File: src/rtc_hm_map.vh
// Register map and field constants for the hour and minute registers
// What this block does
// RULE_01 - Hour tens BCD bits 5-4, 0-2; 7-6 zero
// RULE_02 - Hour ones BCD bits 3-0, 0-9
// RULE_03 - Hour writes only when unlock is 1
// RULE_04 - Minute tens BCD bits 6-4, 0-5; 7 zero
// RULE_05 - Minute ones BCD bits 3-0, 0-9
// RULE_06 - Digit bits read/write, no fixed reset
// RULE_07 - Minutes wrap 59 to 00, hours 23 to 00
`ifndef RTC_HM_MAP_VH
`define RTC_HM_MAP_VH
// ==========================================================
// Offsets
`define HOUR_BCD_OFS 4'h0
`define MINUTE_BCD_OFS 4'h1
`define CTRL_OFS 4'h2
// ==========================================================
// Fields
`define HOUR_TENS_MSB 5
`define HOUR_TENS_LSB 4
`define MIN_TENS_MSB 6
`define MIN_TENS_LSB 4
`define ONES_MSB 3
`define ONES_LSB 0
`define HOUR_TENS_MAX 4'h2
`define HOUR_ONES_AT_MAX 4'h3
`define MIN_TENS_MAX 4'h5
`define ONES_MAX 4'h9
`define CTRL_UNLOCK_BIT 0
`define CTRL_RESET 8'h00
`define CTRL_UNLOCK_RESET 1'b0
`define RDATA_RESET 8'h00
`endif

File: src/rtc_hour_minute.v
// Hour and minute BCD value registers with carry chain
`timescale 1ns/100ps
`include "rtc_hm_map.vh"
module rtc_hour_minute (
    input wire sys_clk_i,
    input wire rstn_i,
    input wire [3:0] addr_i,
    input wire [7:0] wdata_i,
    input wire wr_i,
    input wire rd_i,
    input wire minute_tick_i,
    output reg [7:0] rdata_o,
    output reg day_carry_o,
    output reg clock_write_unlock_o
);
    // ==========================================================
    // Digit widths
    localparam ONES_W = 4;
    localparam MIN_TENS_W = 3;
    localparam HOUR_TENS_W = 2;

    // ==========================================================
    // Helper functions
    // Address compare shared by the three write decodes; the read side
    // decodes with its own case on addr_i, not through this function
    function addr_hit;
        input [3:0] addr;
        input [3:0] ofs;
        begin
            addr_hit = (addr == ofs);
        end
    endfunction

    // Hour image: bits 7-6 are unimplemented and read as zero
    function [7:0] pack_hour;
        input [1:0] tens;
        input [3:0] ones;
        begin
            pack_hour = {2'b00, tens, ones}; // [RULE_01]
        end
    endfunction

    // Minute image: bit 7 is unimplemented and reads as zero
    function [7:0] pack_minute;
        input [2:0] tens;
        input [3:0] ones;
        begin
            pack_minute = {1'b0, tens, ones}; // [RULE_04]
        end
    endfunction

    // Control image: only the unlock bit is implemented
    function [7:0] pack_ctrl;
        input unlock;
        begin
            pack_ctrl = {7'h00, unlock};
        end
    endfunction

    // Hour ones limit: 3 when tens is at its top (23 -> 00), else 9
    function [3:0] hour_ones_limit;
        input [1:0] tens;
        begin
            if ({2'b00, tens} == `HOUR_TENS_MAX) begin
                hour_ones_limit = `HOUR_ONES_AT_MAX;
            end else begin
                hour_ones_limit = `ONES_MAX;
            end
        end
    endfunction

    // ==========================================================
    // Control register
    // Cleared on reset so a stray write after power-up cannot reach the
    // hour digits before software has opened the lock on purpose
    wire ctrl_wr;
    reg unlock_d;
    reg unlock_q;
    assign ctrl_wr = wr_i && addr_hit(addr_i, `CTRL_OFS);
    always @* begin
        unlock_d = unlock_q;
        if (ctrl_wr) begin
            unlock_d = wdata_i[`CTRL_UNLOCK_BIT];
        end
    end
    always @(posedge sys_clk_i or negedge rstn_i) begin
        if (!rstn_i) begin
            unlock_q <= `CTRL_UNLOCK_RESET;
        end else begin
            unlock_q <= unlock_d;
        end
    end

    // ==========================================================
    // Write decode
    wire hour_sel;
    wire min_sel;
    wire hour_wr;
    wire min_wr;
    assign hour_sel = wr_i && addr_hit(addr_i, `HOUR_BCD_OFS);
    assign min_sel = wr_i && addr_hit(addr_i, `MINUTE_BCD_OFS);
    // A locked hour write dies here and never reaches the digits
    assign hour_wr = hour_sel && unlock_q; // [RULE_03]
    assign min_wr = min_sel;

    // ==========================================================
    // Minute tick qualification
    // The tick comes from logic on this clock, so it needs no synchroniser
    // An hour or minute write in the tick cycle wins and that tick is lost;
    // software should hold the tick off while it sets the time
    wire any_time_wr;
    wire min_ones_inc;
    assign any_time_wr = hour_wr || min_wr;
    assign min_ones_inc = minute_tick_i && !any_time_wr;

    // ==========================================================
    // Digits and carry chain
    wire [3:0] min_ones;
    wire [2:0] min_tens;
    wire [3:0] hour_ones;
    wire [1:0] hour_tens;
    wire min_ones_wrap;
    wire min_tens_wrap;
    wire hour_ones_wrap;
    wire hour_tens_wrap;
    wire [3:0] hour_ones_max;
    // Hour ones wraps at 3 only when tens is at its top, giving 23 -> 00
    assign hour_ones_max = hour_ones_limit(hour_tens); // [RULE_07]
    // Each digit wraps on a >= compare, so a digit written out of range
    // falls back to zero on its next step instead of running away

    bcd_digit #(.W(ONES_W)) u_min_ones (
        .sys_clk_i(sys_clk_i),
        .load_i(min_wr),
        .load_val_i(wdata_i[`ONES_MSB:`ONES_LSB]), // [RULE_05]
        .inc_i(min_ones_inc),
        .max_i(`ONES_MAX),
        .wrap_o(min_ones_wrap),
        .digit_o(min_ones)
    );
    bcd_digit #(.W(MIN_TENS_W)) u_min_tens (
        .sys_clk_i(sys_clk_i),
        .load_i(min_wr),
        .load_val_i(wdata_i[`MIN_TENS_MSB:`MIN_TENS_LSB]), // [RULE_04]
        .inc_i(min_ones_wrap),
        .max_i(`MIN_TENS_MAX),
        .wrap_o(min_tens_wrap),
        .digit_o(min_tens)
    );
    bcd_digit #(.W(ONES_W)) u_hour_ones (
        .sys_clk_i(sys_clk_i),
        .load_i(hour_wr),
        .load_val_i(wdata_i[`ONES_MSB:`ONES_LSB]), // [RULE_02]
        .inc_i(min_tens_wrap), // [RULE_07]
        .max_i(hour_ones_max),
        .wrap_o(hour_ones_wrap),
        .digit_o(hour_ones)
    );
    bcd_digit #(.W(HOUR_TENS_W)) u_hour_tens (
        .sys_clk_i(sys_clk_i),
        .load_i(hour_wr),
        .load_val_i(wdata_i[`HOUR_TENS_MSB:`HOUR_TENS_LSB]), // [RULE_01]
        .inc_i(hour_ones_wrap),
        .max_i(`HOUR_TENS_MAX),
        .wrap_o(hour_tens_wrap),
        .digit_o(hour_tens)
    );

    // ==========================================================
    // Read port and outputs
    reg [7:0] rdata_d;
    reg day_carry_d;
    reg unlock_out_d;
    // Read data are forced to zero outside the cycle after a read, so
    // the bus can OR several slaves together without a select
    always @* begin
        rdata_d = 8'h00;
        if (rd_i) begin
            case (addr_i)
                `HOUR_BCD_OFS: begin
                    rdata_d = pack_hour(hour_tens, hour_ones);
                end
                `MINUTE_BCD_OFS: begin
                    rdata_d = pack_minute(min_tens, min_ones);
                end
                `CTRL_OFS: begin
                    rdata_d = pack_ctrl(unlock_q);
                end
                default: begin
                    rdata_d = 8'h00;
                end
            endcase
        end
    end

    // ==========================================================
    // Carry and unlock next values
    // Outputs come straight from flip-flops, at the cost of one cycle
    // of delay on the day carry and on the visible unlock level
    always @* begin
        day_carry_d = hour_tens_wrap; // [RULE_07]
        unlock_out_d = unlock_q;
    end

    // ==========================================================
    // Output registers
    always @(posedge sys_clk_i or negedge rstn_i) begin
        if (!rstn_i) begin
            rdata_o <= `RDATA_RESET;
            day_carry_o <= 1'b0;
            clock_write_unlock_o <= `CTRL_UNLOCK_RESET;
        end else begin
            rdata_o <= rdata_d;
            day_carry_o <= day_carry_d;
            clock_write_unlock_o <= unlock_out_d;
        end
    end
endmodule // rtc_hour_minute

File: src/bcd_digit.v
// One BCD digit with load and wrap-around increment
`timescale 1ns/100ps
module bcd_digit #(
    parameter W = 4
) (
    input wire sys_clk_i,
    input wire load_i,
    input wire [W-1:0] load_val_i,
    input wire inc_i,
    input wire [3:0] max_i,
    output wire wrap_o,
    output reg [W-1:0] digit_o
);
    // ==========================================================
    // Digit storage
    // No reset: power-on value is left undefined on purpose
    reg [3:0] digit_ext;
    // Widened by hand: narrow tens digits meet a four-bit limit, and a
    // zero-width replication would not be legal for the ones digit
    always @* begin
        digit_ext = 4'h0;
        digit_ext[W-1:0] = digit_o;
    end
    assign wrap_o = inc_i && (digit_ext >= max_i); // [RULE_07]
    always @(posedge sys_clk_i) begin
        if (load_i) begin
            digit_o <= load_val_i; // [RULE_06]
        end else if (inc_i) begin
            if (wrap_o) begin
                digit_o <= {W{1'b0}}; // [RULE_07]
            end else begin
                digit_o <= digit_o + {{(W-1){1'b0}}, 1'b1};
            end
        end
    end
endmodule // bcd_digit

File: config.mk
export PLATFORM = sky130hd
export DESIGN_NAME = rtc_hour_minute
export DESIGN_NICKNAME = d
export VERILOG_FILES = /design/src/rtc_hour_minute.v /design/src/bcd_digit.v
export VERILOG_INCLUDE_DIRS = /design/src
export SDC_FILE = /design/constraint.sdc
export NUM_CORES = 1
export LEC_CHECK = 0
export ABC_CLOCK_PERIOD_IN_PS = 5900
export BUFFER_PORTS_ARGS = -buffer_cell sky130_fd_sc_hd__buf_2
export CAP_MARGIN = 20
export CORE_UTILIZATION = 60
export CTS_BUF_LIST = sky130_fd_sc_hd__clkbuf_4 sky130_fd_sc_hd__clkbuf_8 sky130_fd_sc_hd__clkbuf_16
export CTS_CLUSTER_DIAMETER = 50
export DETAILED_ROUTE_END_ITERATION = 10
export HOLD_SLACK_MARGIN = 0.1
export PLACE_DENSITY = 0.84
export SKIP_CTS_REPAIR_TIMING = 1
export SYNTH_ARGS = -nofsm -noshare
export SYNTH_HDL_FRONTEND = slang
export SYNTH_HIERARCHICAL = 1
export SYNTH_SLANG_ARGS = --single-unit
File: constraint.sdc
create_clock -name sys_clk_i -period 5.9 [get_ports sys_clk_i]
set_clock_uncertainty 0.15 [all_clocks]
set_input_delay 0.59 -clock sys_clk_i [delete_from_list [all_inputs] [get_ports sys_clk_i]]
set_output_delay 0.59 -clock sys_clk_i [all_outputs]
set_load 0.005 [all_outputs]
==> results.md <==
* HPWL Detailed at around 2600 um
* Maximum resistive drop on vdd at 0.183 mV
* Clock latency on the worst-skew pair at ~0.32 ns
* Overall via count from detail_route at roughly 1300
* Final weighted congestion in routability-driven placement at 0.806
* Gate count after technology mapping at 157
* Antenna cell count at 0
* Cells along the critical path: ha_1 > o211ai_2 > o21ai_1 > and2_1 > and3b_1 > and2_1 > nor4b_2 > a21oi_1
* Standby leakage power at 0.000911 uW
* First DRT Iteration DRCs at 30
* Post-detailed-route wirelength per cell at ~14 um
* Maximum number of pins on one net before global-route repair at 15
* Worst Tran Pin Value at 1.05 ns
* Cell Area, Synth at about 1700 um^2
* Crit-path most repeated cell: and2_1
* Area enclosed by the die boundary at 2990 um^2
* Share of post-route cells with drive strength above 1 at 22.7%
* Synthesis-to-layout area growth at 13.4%
* TritonCTS Buffers at 3
* Critical path data required time at between 5 and 6 ns
* Root cell of the clock tree: clkbuf_4
* Number of nets still failing antenna checks after routing at 0
* Reg clk slew, reported paths at about 0.13 ns
* GRT Residual Overflow at 0
* Via density at 5.48
* Ys async rst share at 43.5%
* Number of global-route vias before repair at roughly 1200
* Standard cell with the maximum stage delay on the critical path: edfxtp_1
* Setup Viol. Count Final at 0
* Pins over their slew limit at 0
* Highest clock rate at 0.381 GHz
* Cell Count, Final, Fillers Out at roughly 230
* Antenna violations before repair at 0
* FF+latch count, synth at 23
* Maximum fanout along the worst path at 5
* Number of cells in the design after placement at 222
* Power density relative to cell area at approximately 210 nW/um^2
* Util after Layout at 74.2%
* Signal arrival time at the worst endpoint at ~2.6 ns
* Buffers from clock root to sink, at most at 2
* Total Nets Final at 232
* Setup TNS at 0 ns
* Proportion of synthesized chip area in sequential cells at 38.5%
* TritonCTS clock tree: built
* Die X-Extent at 54.7 um
* Final wirelength at 3290 um
* Number of max-cap violations at 0
* Crit path capture type: register
* Element type at the critical path start: register
* Netlist cell types at 42
* DRC violation count after routing at 0
* First-pass GRT wire length at 5140 um
* Mapped Avg Cell Area at ~11 um^2
* Register-to-register setup slack at 3.27 ns
* Max-slew headroom at 29.7%
* Pre-CTS setup slack at 3.12 ns
* Final period utilization at 44.5%
* Number of endpoints with negative hold slack in the final report at 0
* Outcome: finished clean
* Total number of yosys warnings at 6
* Worst stage delay on the critical path at approximately 0.5 ns
* Primary flip-flop cell chosen by synthesis mapping: edfxtp_1
* Count of input and output buffers at 24
* PnR worst setup slack at roughly 3.3 ns
* Worst hold-check path type: register to register
* Standard-cell rows at 18
* Setup repair after global routing missed its margin: no
* Overall routing resource usage at 24.8%
* EDFF count, synth at 13
* TritonRoute pass-1 iters at 4
* Maximum level of the CTS H-tree at 1
* Critical path start-end classification: register to register
* Minimum clock period after layout at 2.63 ns
* Initial core utilization at 65.4%
* Total I/O pin count at 27
* Floorplan die height at 54.7 um
* Clock Sink Count at 23
* Core outline area at 2540 um^2
-- critical path, delay by kind of cell (launching register included) --
family | cells | cell delay (ns)
flops | 1 | 0.50
simple gates | 4 | 0.92
compound gates | 3 | 0.49
fa+ha+maj | 1 | 0.35
-- kinds of logic (layout without fill, tap and decap cells) --
kind of cell	after synthesis	after routing	share of synthesized area, %
simple gates	46	46	18.5
fa+ha+maj	16	16	12.0
other cells	2	18	0.451
mux	15	15	9.32
compound gates	29	29	12.8
xor+xnor	4	4	2.10
flops	23	23	38.5
buf+inv	22	47	6.31
-- report_power, final --
| group | internal (uW) | leakage (uW) | switching, uW | total [uW] |
|---|---|---|---|---|
| Clock | 25.4 | 0.0000177 | 49.9 | 75.3 |
| Sequential | 191 | 0.000258 | 15.7 | 207 |
| Combinational | 53.2 | 0.000635 | 60.2 | 113 |
-- routing by layer --
| metal | vias to the layer above | routed length [um] | track usage [%] | share of wire (%) |
|---|---|---|---|---|
| li1 | 618 | - | - | - |
| met1 | 599 | 1370 | 28.1 | 42 |
| met2 | 26 | 1770 | 45.8 | 54 |
| met3 | 7 | 103 | 5.28 | 3.1 |
| met4 | 0 | 52 | 7.26 | 1.6 |
| met5 | - | 0 | 0 | 0 |
-- cell usage after synthesis (2+ instances only) --
master	n	area (um^2)
nor2b_1	3	18.8
xor2_1	2	17.5
o21ai_1	2	10.0
nor3b_2	2	25.0
nand2b_1	4	25.0
nand3b_1	2	15.0
nand2_1	6	22.5
mux2i_1	14	140
ha_1	16	200
o211ai_2	2	25.0
edfxtp_1	13	390
nor3b_1	2	15.0
conb_1	2	7.51
nand3_1	2	10.0
buf_2	2	10.0
a311o_1	2	20.0
inv_1	16	60.1
nor2_1	10	37.5
buf_6	2	22.5
or2_2	2	12.5
o221ai_1	2	17.5
a21oi_1	14	70.1
dfrtp_1	10	250
and2_1	2	12.5
and2b_1	2	15.0
o41ai_2	2	32.5
xnor2_1	2	17.5
a211oi_1	2	15.0
or2_1	2	12.5
-- state kept, by name, indices dropped and copies added, names as in the netlist --
| register | count |
|---|---|
| u_min_tens/digit_o | 3 |
| rdata_o | 7 |
| u_hour_tens/digit_o | 2 |
| day_carry_o | 1 |
| u_hour_ones/digit_o | 4 |
| unlock_out_d | 1 |
| clock_write_unlock_o | 1 |
| u_min_ones/digit_o | 4 |
-- cell usage in the layout (no fill, tap or decap), types with 3 or more instances in the layout --
cell type and instances:
buf_2 24, conb_1 18, inv_1 16, ha_1 16, mux2i_1 14, a21oi_1 14, edfxtp_1 13, nor2_1 10
dfrtp_1 10, nand2_1 6, nand2b_1 4, nor2b_1 3, clkbuf_4 3
-- final timing paths --
kind	depth (start not counted)	start	to
max	8	u_min_ones/digit_o[2]$_DFFE_PP_	u_hour_tens/digit_o[1]$_DFFE_PP_
min	0	unlock_out_d$_DFFE_PN0P_	clock_write_unlock_o$_DFF_PN0_
max reg2reg	8	u_min_ones/digit_o[2]$_DFFE_PP_	u_hour_tens/digit_o[1]$_DFFE_PP_
min reg2reg	0	unlock_out_d$_DFFE_PN0P_	clock_write_unlock_o$_DFF_PN0_
max in group asynchronous	2	rstn_i	rdata_o[1]$_DFF_PN0_
min in group asynchronous	2	rstn_i	rdata_o[5]$_DFF_PN0_
-- layout make-up --
cell class | instances | area, um^2
Multi-Input combinational cell | 128 | 980
Sequential cell | 23 | 641
Tap cell | 30 | 37.5
Clock inverter | 1 | 5.00
Timing Repair Buffer | 26 | 138
Clock buffer | 3 | 22.5
Inverter | 17 | 65.1
Fill cell | 181 | 657
-- stage by stage --
step	hold WS, ns	power [uW]	cell area (um^2)
after floorplan	0.144	290	1730
after global placement	0.271	312	1840
after detailed placement	0.280	321	1840
after CTS	-0.0317	392	1870
after global routing	0.326	417	1890
final	0.330	396	1890
No activity file was read; power rests on OpenSTA's default activity.
